===== src/fpd_pkg.sv =====
// Package for the fan PWM period and duty block: offsets, fields, resets, timing
package fpd_pkg;
    // Register indices; byte address is four times the index
    localparam logic [6:0] IDX_CONFIG     = 7'h4a;
    localparam logic [6:0] IDX_DUTY       = 7'h4c;
    localparam logic [6:0] IDX_DIVISOR    = 7'h4d;
    localparam logic [6:0] IDX_LUT_FIRST  = 7'h50;
    localparam logic [6:0] IDX_LUT_LAST   = 7'h5f;
    // Configuration fields
    localparam int CFG_DIRECT_BIT   = 5;
    localparam int CFG_POLARITY_BIT = 4;
    localparam int CFG_CLKSEL_BIT   = 3;
    // Field widths
    localparam int DIV_W  = 5;
    localparam int DUTY_W = 6;
    localparam int TEMP_W = 7;
    localparam int LUT_N  = 8;
    // Reset values
    localparam logic [7:0]        CONFIG_RST  = 8'h00;
    localparam logic [DIV_W-1:0]  DIVISOR_RST = 5'h17;
    localparam logic [DUTY_W-1:0] DUTY_RST    = 6'h00;
    localparam logic [TEMP_W-1:0] LUT_T_RST   = 7'h7f;
    localparam logic [DUTY_W-1:0] LUT_D_RST   = 6'h3f;
    // Timing: clock and the two base clock rates in Hz
    localparam int CLK_HZ       = 25000000;
    localparam int BASE_FAST_HZ = 360000;
    localparam int BASE_SLOW_HZ = 1400;
    localparam int FAST_DIV     = CLK_HZ / BASE_FAST_HZ;
    localparam int SLOW_DIV     = CLK_HZ / BASE_SLOW_HZ;
    // AXI responses
    localparam logic [1:0] RESP_OKAY   = 2'h0;
    localparam logic [1:0] RESP_SLVERR = 2'h2;
endpackage : fpd_pkg


===== src/fpd_fan_pwm.sv =====
// Fan PWM period and duty control with an AXI4-Lite register slave
//
// Added by the designer: the AXI4-Lite register port.
`timescale 1ns/1ps

// Function
// [RULE_01] Five-bit divisor n, reset 10111, gives PWM frequency base over 2n.
// [RULE_02] Base clock comes from one of two rates, 360 kHz or 1.4 kHz.
// [RULE_03] A divisor of zero behaves as one.
// [RULE_04] Unused upper bits of divisor and duty registers read zero.
// [RULE_05] With direct write clear, duty reads back the lookup-selected value, read-only.
// [RULE_06] With direct write set, software duty writes drive the PWM output.
// [RULE_07] Duty field reads zero while a spin-up cycle runs.
// [RULE_08] Duty field resets to zero.
// [RULE_09] Select bit 0 picks 360 kHz, select bit 1 picks 1.4 kHz.
// [RULE_10] Polarity 0: low is fan off, released is on; polarity 1 reverses.
// [RULE_11] Remote temperature above a table entry selects that entry's paired duty.
// [RULE_12] Output active for duty base cycles of each 2n-cycle period, saturating.
module fpd_fan_pwm #(
    parameter int FAST_DIV = fpd_pkg::FAST_DIV,
    parameter int SLOW_DIV = fpd_pkg::SLOW_DIV
) (
    input  wire logic        ref_clk,
    input  wire logic        resetn,
    input  wire logic [11:0] s_axi_awaddr,
    input  wire logic        s_axi_awvalid,
    output logic             s_axi_awready,
    input  wire logic [31:0] s_axi_wdata,
    input  wire logic [3:0]  s_axi_wstrb,
    input  wire logic        s_axi_wvalid,
    output logic             s_axi_wready,
    output logic [1:0]       s_axi_bresp,
    output logic             s_axi_bvalid,
    input  wire logic        s_axi_bready,
    input  wire logic [11:0] s_axi_araddr,
    input  wire logic        s_axi_arvalid,
    output logic             s_axi_arready,
    output logic [31:0]      s_axi_rdata,
    output logic [1:0]       s_axi_rresp,
    output logic             s_axi_rvalid,
    input  wire logic        s_axi_rready,
    input  wire logic [6:0]  remote_temp,
    input  wire logic        spinup_active,
    input  wire logic        pwm_in,
    output logic             pwm_out,
    output logic             pwm_oe
);
    localparam int DW = fpd_pkg::DUTY_W;

    logic [7:0]                      cfg;
    logic [fpd_pkg::DIV_W-1:0]       divisor;
    logic [DW-1:0]                   sw_duty;
    logic [fpd_pkg::TEMP_W-1:0]      lut_t [fpd_pkg::LUT_N];
    logic [DW-1:0]                   lut_d [fpd_pkg::LUT_N];
    logic [11:0]                     aw_addr;
    logic [7:0]                      w_byte;
    logic                            w_lane0;
    logic [14:0]                     tick_cnt;
    logic [DW-1:0]                   phase;

    // Address decode, separate for the read and write sides
    wire [6:0]  wr_idx     = aw_addr[8:2];
    wire        wr_hi_zero = (aw_addr[11:9] == 3'h0);
    wire [6:0]  rd_idx     = s_axi_araddr[8:2];
    wire        rd_hi_zero = (s_axi_araddr[11:9] == 3'h0);
    wire        wr_is_lut  = wr_hi_zero && wr_idx >= fpd_pkg::IDX_LUT_FIRST
                             && wr_idx <= fpd_pkg::IDX_LUT_LAST;
    wire        rd_is_lut  = rd_hi_zero && rd_idx >= fpd_pkg::IDX_LUT_FIRST
                             && rd_idx <= fpd_pkg::IDX_LUT_LAST;
    wire [6:0]  wr_off     = wr_idx - fpd_pkg::IDX_LUT_FIRST;
    wire [6:0]  rd_off     = rd_idx - fpd_pkg::IDX_LUT_FIRST;
    wire        wr_map     = wr_is_lut || (wr_hi_zero && (wr_idx == fpd_pkg::IDX_CONFIG
                             || wr_idx == fpd_pkg::IDX_DUTY || wr_idx == fpd_pkg::IDX_DIVISOR));
    wire        rd_map     = rd_is_lut || (rd_hi_zero && (rd_idx == fpd_pkg::IDX_CONFIG
                             || rd_idx == fpd_pkg::IDX_DUTY || rd_idx == fpd_pkg::IDX_DIVISOR));
    wire        direct     = cfg[fpd_pkg::CFG_DIRECT_BIT];
    wire        do_write   = !s_axi_awready && !s_axi_wready && !s_axi_bvalid;
    wire        wr_ok      = do_write && w_lane0;

    // Lookup: the last entry exceeded wins, entries assumed ascending
    logic [DW-1:0] lut_duty;
    always_comb begin
        lut_duty = '0;
        for (int i = 0; i < fpd_pkg::LUT_N; i++) begin
            if (remote_temp > lut_t[i]) begin
                lut_duty = lut_d[i]; // see [RULE_11]
            end
        end
    end

    // Effective duty and what software sees of it
    wire [DW-1:0] eff_duty  = direct ? sw_duty : lut_duty; // see [RULE_05] see [RULE_06]
    wire [DW-1:0] read_duty = spinup_active ? '0 : eff_duty; // see [RULE_07]

    // Read data mux; bits above each field read zero
    logic [7:0] rd_byte;
    always_comb begin
        rd_byte = 8'h00;
        if (rd_is_lut) begin
            if (rd_off[0]) begin
                rd_byte = {2'b00, lut_d[rd_off[3:1]]};
            end else begin
                rd_byte = {1'b0, lut_t[rd_off[3:1]]};
            end
        end else if (rd_idx == fpd_pkg::IDX_CONFIG) begin
            rd_byte = {2'b00, cfg[5:3], 3'h0};
        end else if (rd_idx == fpd_pkg::IDX_DUTY) begin
            rd_byte = {2'b00, read_duty}; // see [RULE_04]
        end else if (rd_idx == fpd_pkg::IDX_DIVISOR) begin
            rd_byte = {3'h0, divisor}; // see [RULE_04]
        end
        if (!rd_map) begin
            rd_byte = 8'h00;
        end
    end

    // PWM timing: zero divisor acts as one; period is 2n base ticks
    wire [DW-1:0] n_eff      = (divisor == '0) ? 6'h01 : {1'b0, divisor}; // see [RULE_03]
    wire [DW-1:0] period     = {n_eff[4:0], 1'b0}; // see [RULE_01]
    wire [14:0]   tick_limit = cfg[fpd_pkg::CFG_CLKSEL_BIT] ? 15'(SLOW_DIV - 1)
                                                           : 15'(FAST_DIV - 1); // see [RULE_09]
    wire          base_tick  = (tick_cnt >= tick_limit); // see [RULE_02]
    wire          fan_on     = (phase < eff_duty); // see [RULE_12]

    // AXI write channel; address and data taken in either order
    always_ff @(posedge ref_clk or negedge resetn) begin
        if (!resetn) begin
            s_axi_awready <= 1'b1;
            s_axi_wready  <= 1'b1;
            s_axi_bvalid  <= 1'b0;
            s_axi_bresp   <= fpd_pkg::RESP_OKAY;
            aw_addr       <= 12'h000;
            w_byte        <= 8'h00;
            w_lane0       <= 1'b0;
        end else begin
            if (s_axi_awvalid && s_axi_awready) begin
                aw_addr       <= s_axi_awaddr;
                s_axi_awready <= 1'b0;
            end
            if (s_axi_wvalid && s_axi_wready) begin
                w_byte       <= s_axi_wdata[7:0];
                w_lane0      <= s_axi_wstrb[0];
                s_axi_wready <= 1'b0;
            end
            if (do_write) begin
                s_axi_bvalid <= 1'b1;
                s_axi_bresp  <= wr_map ? fpd_pkg::RESP_OKAY : fpd_pkg::RESP_SLVERR;
            end
            if (s_axi_bvalid && s_axi_bready) begin
                s_axi_bvalid  <= 1'b0;
                s_axi_awready <= 1'b1;
                s_axi_wready  <= 1'b1;
            end
        end
    end

    // Register file; duty and table writable only with direct write set
    always_ff @(posedge ref_clk or negedge resetn) begin
        if (!resetn) begin
            cfg     <= fpd_pkg::CONFIG_RST;
            divisor <= fpd_pkg::DIVISOR_RST; // see [RULE_01]
            sw_duty <= fpd_pkg::DUTY_RST; // see [RULE_08]
            for (int i = 0; i < fpd_pkg::LUT_N; i++) begin
                lut_t[i] <= fpd_pkg::LUT_T_RST;
                lut_d[i] <= fpd_pkg::LUT_D_RST;
            end
        end else if (wr_ok && wr_hi_zero) begin
            if (wr_idx == fpd_pkg::IDX_CONFIG) begin
                cfg <= {2'b00, w_byte[5:3], 3'h0};
            end
            if (wr_idx == fpd_pkg::IDX_DIVISOR) begin
                divisor <= w_byte[4:0];
            end
            if (wr_idx == fpd_pkg::IDX_DUTY && direct) begin
                sw_duty <= w_byte[5:0]; // see [RULE_06]
            end
            if (wr_is_lut && direct && !wr_off[0]) begin
                lut_t[wr_off[3:1]] <= w_byte[6:0];
            end
            if (wr_is_lut && direct && wr_off[0]) begin
                lut_d[wr_off[3:1]] <= w_byte[5:0];
            end
        end
    end

    // AXI read channel; one read outstanding, answered the cycle after address
    always_ff @(posedge ref_clk or negedge resetn) begin
        if (!resetn) begin
            s_axi_arready <= 1'b1;
            s_axi_rvalid  <= 1'b0;
            s_axi_rdata   <= 32'h0000_0000;
            s_axi_rresp   <= fpd_pkg::RESP_OKAY;
        end else if (s_axi_arvalid && s_axi_arready) begin
            s_axi_arready <= 1'b0;
            s_axi_rvalid  <= 1'b1;
            s_axi_rdata   <= {24'h000000, rd_byte};
            s_axi_rresp   <= rd_map ? fpd_pkg::RESP_OKAY : fpd_pkg::RESP_SLVERR;
        end else if (s_axi_rvalid && s_axi_rready) begin
            s_axi_rvalid  <= 1'b0;
            s_axi_arready <= 1'b1;
        end
    end

    // Base tick and period phase; phase wraps at 2n so a shrinking divisor recovers
    always_ff @(posedge ref_clk or negedge resetn) begin
        if (!resetn) begin
            tick_cnt <= 15'h0000;
            phase    <= 6'h00;
        end else if (base_tick) begin
            tick_cnt <= 15'h0000;
            phase    <= (phase >= period - 6'h01) ? 6'h00 : phase + 6'h01;
        end else begin
            tick_cnt <= tick_cnt + 15'h0001;
        end
    end

    // Open-drain drive; pin is never driven high
    always_ff @(posedge ref_clk or negedge resetn) begin
        if (!resetn) begin
            pwm_out <= 1'b0;
            pwm_oe  <= 1'b1;
        end else begin
            pwm_out <= 1'b0;
            pwm_oe  <= cfg[fpd_pkg::CFG_POLARITY_BIT] ? fan_on : !fan_on; // see [RULE_10]
        end
    end

endmodule : fpd_fan_pwm


===== config.mk =====
export PLATFORM = sky130hd
export DESIGN_NAME = fpd_fan_pwm
export DESIGN_NICKNAME = d
export VERILOG_FILES = /design/src/fpd_pkg.sv /design/src/fpd_fan_pwm.sv
export SDC_FILE = /design/constraint.sdc
export NUM_CORES = 1
export LEC_CHECK = 0
export ABC_CLOCK_PERIOD_IN_PS = 9100
export BUFFER_PORTS_ARGS = -buffer_cell sky130_fd_sc_hd__buf_4
export CORE_MARGIN = 1.5
export CORE_UTILIZATION = 38
export CTS_CLUSTER_DIAMETER = 120
export CTS_CLUSTER_SIZE = 10
export DETAILED_ROUTE_END_ITERATION = 10
export GPL_TIMING_DRIVEN = 0
export SYNTH_ARGS = -nofsm -noshare
export SYNTH_HDL_FRONTEND = slang
export SYNTH_SLANG_ARGS = --single-unit

===== constraint.sdc =====
create_clock -name ref_clk -period 9.1 [get_ports ref_clk]
set_input_delay 0 -clock ref_clk [delete_from_list [all_inputs] [get_ports ref_clk]]
set_output_delay 0 -clock ref_clk [all_outputs]
set_load 0.02 [all_outputs]

; ---- Word level (Yosys, flattened, before mapping)
; Index checks and enable logic that the tools add are counted.
[totals]
mem_count = 0
latchBits = 0
ram_bits = 0
mem_bits_ro = 0
word_cells = 152
ff_bits = 177
out_inout_bits = 43
input_bits = 76
[classes]
addsub = 5
n_shift = 0
order_cmp = 18
div = 0
n_reduce_logical = 43
mux = 45
n_bitwise = 2
multipliers = 0
n_eq_ne = 6
[op_table]
columns = op, count
row1 = $mux 6, 16
row2 = $bwmux 56, 1
row3 = $gt 7x7->1, 8
row4 = $bwmux 48, 1
row5 = $eq 7x7->1 const B, 6
row6 = $mux 15, 2
row7 = $mux 7, 4
row8 = $bmux 7 s3, 1
row9 = $demux 7 s3, 1
row10 = $logic_and 1x1->1, 20
row11 = $bmux 6 s3, 1
row12 = $demux 6 s3, 1
row13 = $mux 8, 2
row14 = $add 15x1->15 const B, 1
row15 = $ge 15x15->1, 1
row16 = $ge 7x7->1 const B, 2
row17 = $le 7x7->1 const B, 2
row18 = $mux 1, 11
row19 = $mux 5, 2
row20 = $reduce_and 2->1, 5
row21 = $ge 4x4->1 const B, 2
row22 = $not 3->4, 2
row23 = $reduce_bool 2->1, 4
row24 = $sub 4x1->4 const B, 2
row25 = other kinds (10), 21

; ---- Logic depth before layout (Yosys ltp)
; Gate-level depths: netlist (run 1).
[depth]
ltp_word = 15
mapped_depth = 20
ltp_nobuf = 19

; ---- Least setup slack after synthesis (run 1)
; Ideal clock, no wire load.
[synth_timing]
kind = flip-flop to flip-flop
start = register lut_t[48] (netlist name)
end = register pwm_oe
path_buffers = 1
setup_time_ps = 75
synth_period_minus_slack_ps = 3821
stages_incl_launch_ff = 19
path_slack_ps = 5279
t_required_ps = 9025
arrival_ps = 3745
cell_sequence = dfstp_2 > inv_1 > ha_1 > nand4_1 > or2_2 > o21a_1 > clkbuf_1 > o311ai_0 > o21ai_0 > o211a_1 > nand2b_1 > ha_1 > a21oi_1 > nor2b_1 > o21ai_0 > nand2b_1 > or4_1 > o21ai_0 > xnor2_1
[synth_between]
elab_chain_len = 12
[synth_rtl]
columns = element, line
row1 = "start, declared", fpd_fan_pwm.sv:53  ; logic [fpd_pkg::TEMP_W-1:0] lut_t [fpd_pkg::LUT_N];
row2 = "start signal, assigned by index", fpd_fan_pwm.sv:164  ; lut_t[i] <= fpd_pkg::LUT_T_RST;
row3 = "start signal, assigned by index", fpd_fan_pwm.sv:178  ; lut_t[wr_off[3:1]] <= w_byte[6:0];
row4 = $gt 7x7->1 *, fpd_fan_pwm.sv:85  ; if (remote_temp > lut_t[i]) begin
row5 = $mux 6 * (7 in a row), fpd_fan_pwm.sv:85
row6 = $mux 6 *, fpd_fan_pwm.sv:92  ; wire [DW-1:0] eff_duty = direct ? sw_duty : lut_duty;
row7 = $lt 6x6->1 *, fpd_fan_pwm.sv:123  ; wire fan_on = (phase < eff_duty);
row8 = $logic_not 1->1, fpd_fan_pwm.sv:224  ; pwm_oe <= cfg[fpd_pkg::CFG_POLARITY_BIT] ? fan_on : !fan_on;
row9 = $mux 1 *, fpd_fan_pwm.sv:224
row10 = "end signal, assigned", fpd_fan_pwm.sv:224
row11 = "end, declared", fpd_fan_pwm.sv:46  ; output logic pwm_oe
; Every way passes the cells marked *; elsewhere a longest branch is shown, timed or not.
; A chain may end at the register's enable or synchronous reset.

; ---- Worst setup path after layout (run 1)
[layout_timing]
start = register lut_t[6] (netlist name)
end = register pwm_oe
[layout_between]
elab_chain_len = 6
[layout_rtl]
columns = element, line
row1 = $gt 7x7->1 *, fpd_fan_pwm.sv:85
row2 = $mux 6 *, fpd_fan_pwm.sv:85
row3 = $mux 6 *, fpd_fan_pwm.sv:92
row4 = $lt 6x6->1 *, fpd_fan_pwm.sv:123
row5 = $logic_not 1->1, fpd_fan_pwm.sv:224
row6 = $mux 1 *, fpd_fan_pwm.sv:224
; Marks and branches as above.

==> results of run 1 <==
==> stage by stage <==
step / hold WS [ps] / instances / util / setup slack [ps]
floorplan: -296 / 1047 / - / 5280
global placement: 156 / 1444 / 0.424 / 4640
detailed placement: 30.9 / 1445 / 0.425 / 4630
CTS: 67.2 / 1509 / 0.458 / 4600
global route: 116 / 1509 / 0.458 / 4260
finish: 83.1 / 1509 / 0.458 / 4470
==> power breakdown <==
part           internal, W  switching (W)  leakage, nW  total, W
Combinational     0.000157       0.000300         2.92  0.000457
Clock             0.000389       0.000340        0.280  0.000729
Sequential        0.000822      0.0000349         1.93  0.000857
Total              0.00137       0.000675         5.13   0.00204
==> state kept, by name (all words and copies together) (netlist names), 3 cells and up <==
register     cells
tick_cnt        15
lut_d           48
s_axi_rdata      7
w_byte           7
divisor          5
phase            6
aw_addr         10
lut_t           56
cfg              3
sw_duty          6
==> synthesized netlist by cell type, types with 15 or more instances <==
cell      number
dfrtp_1       60
o21ai_0       78
dfstp_2      112
nor2_1        45
nand3_1       29
a21oi_1       30
nor3_1        16
buf_4         29
nand2_1       94
clkbuf_1      35
ha_1          75
mux2i_1       25
inv_1         71
nand4_1       17
mux4_2        15
mux2_2        87
==> timing repair <==
item | CTS | global route
endpoints found under the hold margin | 97 | 0
setup endpoints to repair | 0 | 0
hold buffers | 32 | 0
==> area by class of cell <==
class	instances	area [um^2]
repair buffers	89	776
clock buffers	18	439
plain buffers	75	410
well taps	341	427
multi-input cells	729	5490
clock inverters	14	130
inverters	71	267
flip-flops and latches	172	4440
fillers	2591	14600
==> cells by family (layout without fill, tap and decap cells) <==
family | Yosys count | in the layout | synth area share
and+or+nand+nor | 262 | 262 | 0.123
muxes | 127 | 127 | 0.149
buffers and inverters | 146 | 267 | 0.0644
AOI/OAI and AO/OA | 221 | 221 | 0.138
xor gates and xnor gates | 16 | 16 | 0.0133
other | 1 | 28 | 0.000357
adders and majority gates | 75 | 75 | 0.0893
DFF | 172 | 172 | 0.423
==> metal layers <==
layer	up-vias	track usage	part of all wire
met5	-	0	0
met4	0	0.0612	0.022
met3	33	0.0387	0.055
met2	250	0.323	0.45
met1	4005	0.294	0.47
li1	3898	-	-
==> path summary, 6_finish.rpt <==
| check | start | endpoint | slack, ps | cells past startpoint |
|---|---|---|---|---|
| max | lut_t[6] | pwm_oe | 4470 | 16 |
| min | s_axi_araddr[11] | s_axi_rdata[0] | 80 | 5 |
| max reg2reg | lut_t[6] | pwm_oe | 4470 | 16 |
| min reg2reg | s_axi_rdata[5] | s_axi_rdata[5] | 490 | 2 |
| max in group asynchronous | resetn | w_byte[0] | 8080 | 3 |
| min in group asynchronous | resetn | sw_duty[5] | 130 | 2 |
==> worst max-delay path: cells and delay by family (launching register included) <==
family	cells	cell delay, ps
buffers and inverters	2	490
AOI/OAI and AO/OA	5	1160
xor gates and xnor gates	1	160
DFF	1	540
adders and majority gates	2	580
and+or+nand+nor	6	1660
==> impl_metrics.env, run 1 <==
export IMPL_ys_seq_area_frac=0.423
export IMPL_power_w=0.00204
export IMPL_drt_iter0_drc=668
export IMPL_vias=8186
export IMPL_synthDominantCellAreaShare=0.280
export IMPL_ys_ff_latch=172
export IMPL_critPathMaxStageDelay_ps=610
export IMPL_antenna_found_initial=0
export IMPL_ios=119
export IMPL_crit_arrival_ps=5000
export IMPL_die_area_um2=28700
export IMPL_final_nets=1306
export IMPL_dpl_cell_area_um2=11500
export IMPL_dpl_hpwl_um=21200
export IMPL_finClkSkew_ps=12.8
export IMPL_tightest_slew_ps=1430
export IMPL_drv_cap=0
export IMPL_critPathMaxFanout=10
export IMPL_portBuffers=56
export IMPL_postSynth_asyncResetShare=1.00
export IMPL_setup_viol=0
export IMPL_finalHoldViolCount=0
export IMPL_synthDistinctLibCells=67
export IMPL_diodes=0
export IMPL_postCtsResizedCells=0
export IMPL_ant_nets=0
export IMPL_slew_headroom=0.0397
export IMPL_die_h_um=169
export IMPL_cts_setup_buffers=0
export IMPL_syn_area_per_cell_um2=10.3
export IMPL_timing_fmax_mhz=216
export IMPL_drtPass1Iterations=5
export IMPL_cp_slowest_cell="nor4_1"
export IMPL_crit_chain="inv_1, ha_1, and4_1, a21boi_0, o31ai_1, clkbuf_1, nand2_1, nor4_1, nor3_1, a21oi_1, ha_1, o21ai_0, nand2b_1, or4_1, o21ai_0, xnor2_1"
export IMPL_grt_pass1_wl_um=45400
export IMPL_clk_pin_slew_worst_paths_ps=70
export IMPL_die_w_um=169
export IMPL_grtUsageTotal=0.208
export IMPL_layout_common_cells="dfstp_2 (112), nand2_1 (94), mux2_2 (87), buf_4 (84), o21ai_0 (78)"
export IMPL_routed_via_density=5.42
export IMPL_tns_ps=0
export IMPL_grt_ovfl_total=0
export IMPL_initial_core_util=0.389
export IMPL_root_buffer="clkbuf_16"
export IMPL_postLayoutCellArea_um2=12400
export IMPL_p_leak_nw=5.13
export IMPL_cts_buffer_depth=2
export IMPL_fin_crit_sh=0.509
export IMPL_rows=60
export IMPL_layout_commonest_cell="dfstp_2"
export IMPL_ir_worst_vdd_v=0.000111
export IMPL_synth_top_cell_by_area="dfstp_2"
export IMPL_power_density_nw_per_um2=165
export IMPL_crit_type="flop to flop"
export IMPL_clk_latency_ps=440
export IMPL_cp_start_kind="flop"
export IMPL_critPathCaptureType="flop"
export IMPL_cts_max_level=4
export IMPL_rsz0062_at_grt="no"
export IMPL_yosys_top_cells_area="dfstp_2 (28%), dfrtp_1 (14%), mux2_2 (9.3%), ha_1 (8.9%), o21ai_0 (3.7%)"
export IMPL_synth_edf_count=0
export IMPL_drc=0
export IMPL_coreArea_um2=27000
export IMPL_grt_pass1_vias=7747
export IMPL_yosys_warnings=0
export IMPL_drive_gt1_frac=0.306
export IMPL_synthFlopType="dfstp_2"
export IMPL_status="complete, no violations"
export IMPL_numCtsBuffers=17
export IMPL_syn2layout_area_growth_pct=17.8
export IMPL_routed_wl_um=28900
export IMPL_drv_slew=0
export IMPL_gp_congestion=0.844
export IMPL_hp_class="primary input to flop"
export IMPL_grt_max_degree=101
export IMPL_syn_area_um2=10500
export IMPL_syn_inst=1020
export IMPL_fin_crit_ps=4630
export IMPL_cts_tree="built"
export IMPL_post_drt_wl_per_cell_um=19.1
export IMPL_cts_sinks=172
export IMPL_required_ps=9470
No activity file was read; power rests on OpenSTA's default activity.
==> run 2, diff against run 1 <==
- ABC_CLOCK_PERIOD_IN_PS: 9100 -> 4800
- clock period: 9.1 -> 4.8 ns (I/O delays scaled with it)
==> impl_metrics.env, run 2 (synthesis results as in run 1) <==
export IMPL_status="complete, no violations"
export IMPL_r2r_end="pwm_oe"
export IMPL_critPathMaxFanout=6
export IMPL_regToRegSetupSlack_ps=240
export IMPL_fin_crit_sh=0.950
export IMPL_slew_headroom=0.0287
export IMPL_cts_tree="built"
export IMPL_worstReg2RegStart="lut_t[53]"
export IMPL_drv_cap=0
export IMPL_portBuffers=56
export IMPL_wl_met2_um=12900
export IMPL_grt_ovfl_total=0
export IMPL_die_h_um=169
export IMPL_crit_type="flop to flop"
export IMPL_critPathCaptureType="flop"
export IMPL_power_density_nw_per_um2=313
export IMPL_ir_worst_vdd_v=0.000210
export IMPL_drtPass1Iterations=5
export IMPL_rows=60
export IMPL_diodes=0
export IMPL_largest_register="lut_t"
export IMPL_layout_commonest_cell="dfstp_2"
export IMPL_clk_pin_slew_worst_paths_ps=70
export IMPL_numCtsBuffers=17
export IMPL_gp_congestion=0.844
export IMPL_timing_fmax_mhz=219
export IMPL_top_layer_used="met4"
export IMPL_crit_arrival_ps=4920
export IMPL_setup_viol=0
export IMPL_root_buffer="clkbuf_16"
export IMPL_final_nets=1306
export IMPL_routed_via_density=5.43
export IMPL_cts_buffer_depth=2
export IMPL_critPathLaunch="lut_t[53]"
export IMPL_grt_pass1_vias=7747
export IMPL_wl_met1_um=13800
export IMPL_layout_common_cells="dfstp_2 (112), nand2_1 (94), mux2_2 (87), buf_4 (84), o21ai_0 (78)"
export IMPL_drc=0
export IMPL_cts_setup_buffers=0
export IMPL_cp_start_kind="flop"
export IMPL_dpl_hpwl_um=21200
export IMPL_die_w_um=169
export IMPL_cts_max_level=4
export IMPL_tns_ps=0
export IMPL_drive_gt1_frac=0.307
export IMPL_ios=119
export IMPL_vias=8187
export IMPL_finClkSkew_ps=13.1
export IMPL_top_regs="lut_t: 56 flops, lut_d: 48 flops, tick_cnt: 15 flops"
export IMPL_drt_iter0_drc=664
export IMPL_postLayoutCellArea_um2=12400
export IMPL_p_leak_nw=5.13
export IMPL_initial_core_util=0.389
export IMPL_fin_crit_ps=4560
export IMPL_endpoint="pwm_oe"
export IMPL_die_area_um2=28700
export IMPL_finalHoldViolCount=0
export IMPL_ant_nets=0
export IMPL_rsz0062_at_grt="no"
export IMPL_required_ps=5160
export IMPL_grt_max_degree=101
export IMPL_holdWs_ps=85.0
export IMPL_largest_reg_flops=56
export IMPL_drv_slew=0
export IMPL_wl_met3_um=1490
export IMPL_hp_class="primary input to flop"
export IMPL_coreArea_um2=27000
export IMPL_dpl_cell_area_um2=11500
export IMPL_clk_latency_ps=440
export IMPL_r2r_cells=16
export IMPL_syn2layout_area_growth_pct=17.9
export IMPL_antenna_found_initial=0
export IMPL_post_drt_wl_per_cell_um=19.1
export IMPL_grt_pass1_wl_um=45400
export IMPL_grtUsageTotal=0.208
export IMPL_tightest_slew_ps=1440
export IMPL_cts_sinks=172
export IMPL_routed_wl_um=28800
==> run 2: cell counts in the layout (fill, tap and decap cells not counted) <==
Identical to the previous run, type by type.
==> run 2: metrics by stage <==
stage                     setup slack (ps)  instances   util  power (W)
after global placement                 344       1444  0.424    0.00247
after CTS                              302       1509  0.458    0.00390
final                                  239       1509  0.458    0.00387
after detailed placement               334       1445  0.425    0.00248
after floorplan                        979       1047      -    0.00213
after global routing                  61.7       1509  0.458    0.00405
==> run 2: what timing repair did <==
item,CTS,global route
endpoints found under the setup margin,0,1
gates resized for setup,0,3
hold endpoints to repair,97,0
hold buffers,32,0
==> run 2: metal layers <==
layer / GRT usage / vias up
met2: 0.323 / 240
met4: 0.0612 / 0
met5: 0 / -
li1: - / 3902
met1: 0.294 / 4010
met3: 0.0387 / 35
==> run 2: worst max-delay path: stages, from the launching register on <==
cell      delay, ps
dfstp_2         530
inv_1            50
ha_1            280
a211oi_1        200
nor2_1           70
o31ai_1         840
o311a_1         230
o31ai_1         130
nor4_1          510
nor3_1          110
a21oi_1         210
ha_1            280
o21ai_0          80
nand2b_1        120
or4_1           470
o21ai_0         200
xnor2_1         160
==> run 2: report_power, final <==
group          switching, W  total, W  internal (W)
registers         0.0000663   0.00163       0.00156
logic              0.000567  0.000866      0.000299
clock network      0.000643   0.00138      0.000738
total               0.00128   0.00387       0.00260
==> run 2: worst min-delay path by stage <==
stage                                start              to  slack, ps  cells after the start
after global routing      s_axi_araddr[11]  s_axi_rdata[0]        120                      5
final                     s_axi_araddr[11]  s_axi_rdata[0]         90                      5
after CTS                 s_axi_araddr[11]  s_axi_rdata[0]         70                      5
after global placement        s_axi_wvalid    s_axi_wready        160                      2
after floorplan                     resetn     aw_addr[10]       -300                      0
after detailed placement            resetn  s_axi_rresp[1]         30                      1
==> run 2: cell type report <==
class | count | area, um^2
Clock buffer | 18 | 439
Sequential cell | 172 | 4440
Fill cell | 2589 | 14600
Timing Repair Buffer | 89 | 776
Buffer | 75 | 412
Tap cell | 341 | 427
Clock inverter | 14 | 130
Inverter | 71 | 267
Multi-Input combinational cell | 729 | 5500
==> run 3, diff against run 2 <==
- ABC_AREA: not set -> 1
==> impl_metrics.env, run 3 <==
export IMPL_status="complete, no violations"
export IMPL_crit_buf_inv=2
export IMPL_setup_viol=0
export IMPL_finalHoldViolCount=0
export IMPL_timing_fmax_mhz=290
export IMPL_cts_tree="built"
export IMPL_largest_register="lut_t"
export IMPL_yosys_top_cells_area="dfstp_2 (28%), dfrtp_1 (14%), nand2_1 (13%), o21ai_0 (9.3%), ha_1 (8.9%)"
export IMPL_ys_ff_latch=172
export IMPL_cts_max_level=4
export IMPL_yosys_warnings=0
export IMPL_syn_area_per_cell_um2=7.65
export IMPL_tightest_slew_ps=771
export IMPL_die_area_um2=28900
export IMPL_initial_core_util=0.390
export IMPL_p_leak_nw=5.57
export IMPL_worstReg2RegStart="lut_t[16]"
export IMPL_drv_slew=0
export IMPL_cts_sinks=172
export IMPL_wl_met1_um=14600
export IMPL_fin_crit_ps=3440
export IMPL_grtUsageTotal=0.232
export IMPL_layout_common_cells="nand2_1 (373), o21ai_0 (196), inv_1 (176), dfstp_2 (112), a21oi_1 (94)"
export IMPL_regToRegSetupSlack_ps=1360
export IMPL_portBuffers=56
export IMPL_ys_seq_area_frac=0.419
export IMPL_synth_top_cell_by_area="dfstp_2"
export IMPL_required_ps=5180
export IMPL_finClkSkew_ps=12.0
export IMPL_postCtsResizedCells=0
export IMPL_power_density_nw_per_um2=323
export IMPL_path_delay_family="simple AND/OR/NAND/NOR gates"
export IMPL_wl_met3_um=2230
export IMPL_cts_setup_buffers=0
export IMPL_ir_worst_vdd_v=0.000247
export IMPL_synthDistinctLibCells=42
export IMPL_fin_crit_sh=0.718
export IMPL_antenna_found_initial=0
export IMPL_critPathMaxStageDelay_ps=560
export IMPL_whs_endpoint="s_axi_rdata[5]"
export IMPL_synthFlopType="dfstp_2"
export IMPL_fillCellCount=2802
export IMPL_cp_start_kind="flop"
export IMPL_die_w_um=170
export IMPL_grt_ovfl_total=0
export IMPL_die_h_um=170
export IMPL_top_regs="lut_t: 56 flops, lut_d: 48 flops, tick_cnt: 15 flops"
export IMPL_ios=119
export IMPL_drive_gt1_frac=0.177
export IMPL_synthDominantCellAreaShare=0.278
export IMPL_gp_congestion=0.935
export IMPL_tns_ps=0
export IMPL_top_layer_used="met4"
export IMPL_final_nets=1667
export IMPL_synth_edf_count=0
export IMPL_crit_type="flop to flop"
export IMPL_path_depth=20
export IMPL_clk_latency_ps=450
export IMPL_critPathMaxFanout=9
export IMPL_worstHoldPathCells=6
export IMPL_drtPass1Iterations=5
export IMPL_slew_headroom=0.486
export IMPL_crit_top_cell="nand2_1"
export IMPL_final_core_util=0.461
export IMPL_ant_nets=0
export IMPL_layout_commonest_cell="nand2_1"
export IMPL_wl_met2_um=14800
export IMPL_largest_reg_flops=56
export IMPL_grt_max_degree=123
export IMPL_cts_buffer_depth=2
export IMPL_vias=9681
export IMPL_syn_area_um2=10600
export IMPL_numCtsBuffers=17
export IMPL_min_from="spinup_active"
export IMPL_critPathCaptureType="flop"
export IMPL_crit_arrival_ps=3820
export IMPL_synth_common_cells="nand2_1 (373), o21ai_0 (196), inv_1 (176), dfstp_2 (112), a21oi_1 (94)"
export IMPL_routed_via_density=5.09
export IMPL_clk_pin_slew_worst_paths_ps=70
export IMPL_rows=60
export IMPL_routed_wl_um=32300
export IMPL_post_drt_wl_per_cell_um=17.0
export IMPL_diodes=0
export IMPL_hp_class="primary input to flop"
export IMPL_drt_iter0_drc=828
export IMPL_syn2layout_area_growth_pct=18.1
export IMPL_coreArea_um2=27200
export IMPL_grt_pass1_vias=8960
export IMPL_synth_most_common_cell="nand2_1"
export IMPL_root_buffer="clkbuf_16"
export IMPL_cp_slowest_cell="dfstp_2"
export IMPL_grt_pass1_wl_um=50500
export IMPL_rsz0062_at_grt="no"
export IMPL_r2r_cells=20
export IMPL_postSynth_asyncResetShare=1.00
export IMPL_drc=0
export IMPL_crit_chain="inv_1, ha_1, nand2_1, o21ai_0, nand2_1, o211ai_1, nand2_1, o21ai_0, inv_1, nand2_1, nand2_1, nand2_1, nand2_1, ha_1, a21oi_1, nor2_1, a211oi_1, nand2_1, nand2_1, nand2_1"
export IMPL_r2r_end="pwm_oe"
export IMPL_dpl_hpwl_um=23600
export IMPL_drv_cap=0
export IMPL_syn_inst=1385
-- run 3: area by class of cell --
class                           instances  area, um^2  share of cell area
Tap cell                              372         465              0.0372
Clock buffer                           17         425              0.0340
Inverter                              177         664              0.0531
Timing Repair Buffer                   85         736              0.0588
Sequential cell                       172        4440               0.355
Buffer                                 78         422              0.0337
Clock inverter                         15         193              0.0154
Multi-Input combinational cell        985        5170               0.413
-- run 3: worst max path at each step --
stage                     startpoint      to  slack (ps)
after floorplan            lut_t[48]  pwm_oe        2020
after global placement     lut_t[20]  pwm_oe        1430
after detailed placement   lut_t[16]  pwm_oe        1350
after CTS                  lut_t[16]  pwm_oe        1340
after global routing       lut_t[48]  pwm_oe        1030
final                      lut_t[16]  pwm_oe        1360
-- run 3: cells by family (layout without fill, tap and decap cells) --
family                     Yosys count  after routing  share of synthesized area
and+or+nand+nor                    552            552                      0.221
AOI/OAI and AO/OA                  321            321                      0.160
buffers and inverters              255            372                      0.102
DFF                                172            172                      0.419
adders and majority gates           75             75                     0.0886
muxes                                6              6                    0.00638
xor gates and xnor gates             3              3                    0.00248
other                                1             28                   0.000354
-- run 3: report_power, final --
group / internal, W / switching, W
Sequential: 0.00156 / 0.0000714
Clock: 0.000798 / 0.000689
Combinational: 0.000262 / 0.000656
Total: 0.00262 / 0.00142
-- run 3: through the flow --
| step | hold slack (ps) | instances | setup slack, ps | area [um^2] | power, W |
|---|---|---|---|---|---|
| CTS | 45.9 | 1901 | 1340 | 12500 | 0.00407 |
| detailed placement | 173 | 1841 | 1350 | 11600 | 0.00255 |
| global placement | 168 | 1840 | 1430 | 11600 | 0.00254 |
| finish | 58.1 | 1901 | 1360 | 12500 | 0.00404 |
| global route | 98.7 | 1901 | 1030 | 12500 | 0.00422 |
| floorplan | -296 | 1412 | 2020 | 10700 | 0.00213 |
-- run 3: routing by layer --
layer  global-route usage  vias to the layer above
li1                     -                     4743
met1                0.321                     4545
met2                0.373                      344
met3               0.0393                       49
met4               0.0685                        0
met5                    0                        -
-- run 3: timing repair --
| action | 4_1_cts | 5_1_grt |
|---|---|---|
| hold buffers | 28 | 0 |
| hold endpoints to repair | 114 | 0 |
| setup endpoints to repair | 0 | 0 |
-- run 3: worst register-to-register path, stage by stage (launching register included) --
cell and delay, ps:
dfstp_2 560, inv_1 50, ha_1 300, nand2_1 60, o21ai_0 150, nand2_1 80, o211ai_1 250, nand2_1 340
o21ai_0 240, inv_1 50, nand2_1 90, nand2_1 60, nand2_1 120, nand2_1 90, ha_1 300, a21oi_1 140
nor2_1 50, a211oi_1 260, nand2_1 90, nand2_1 60, nand2_1 60
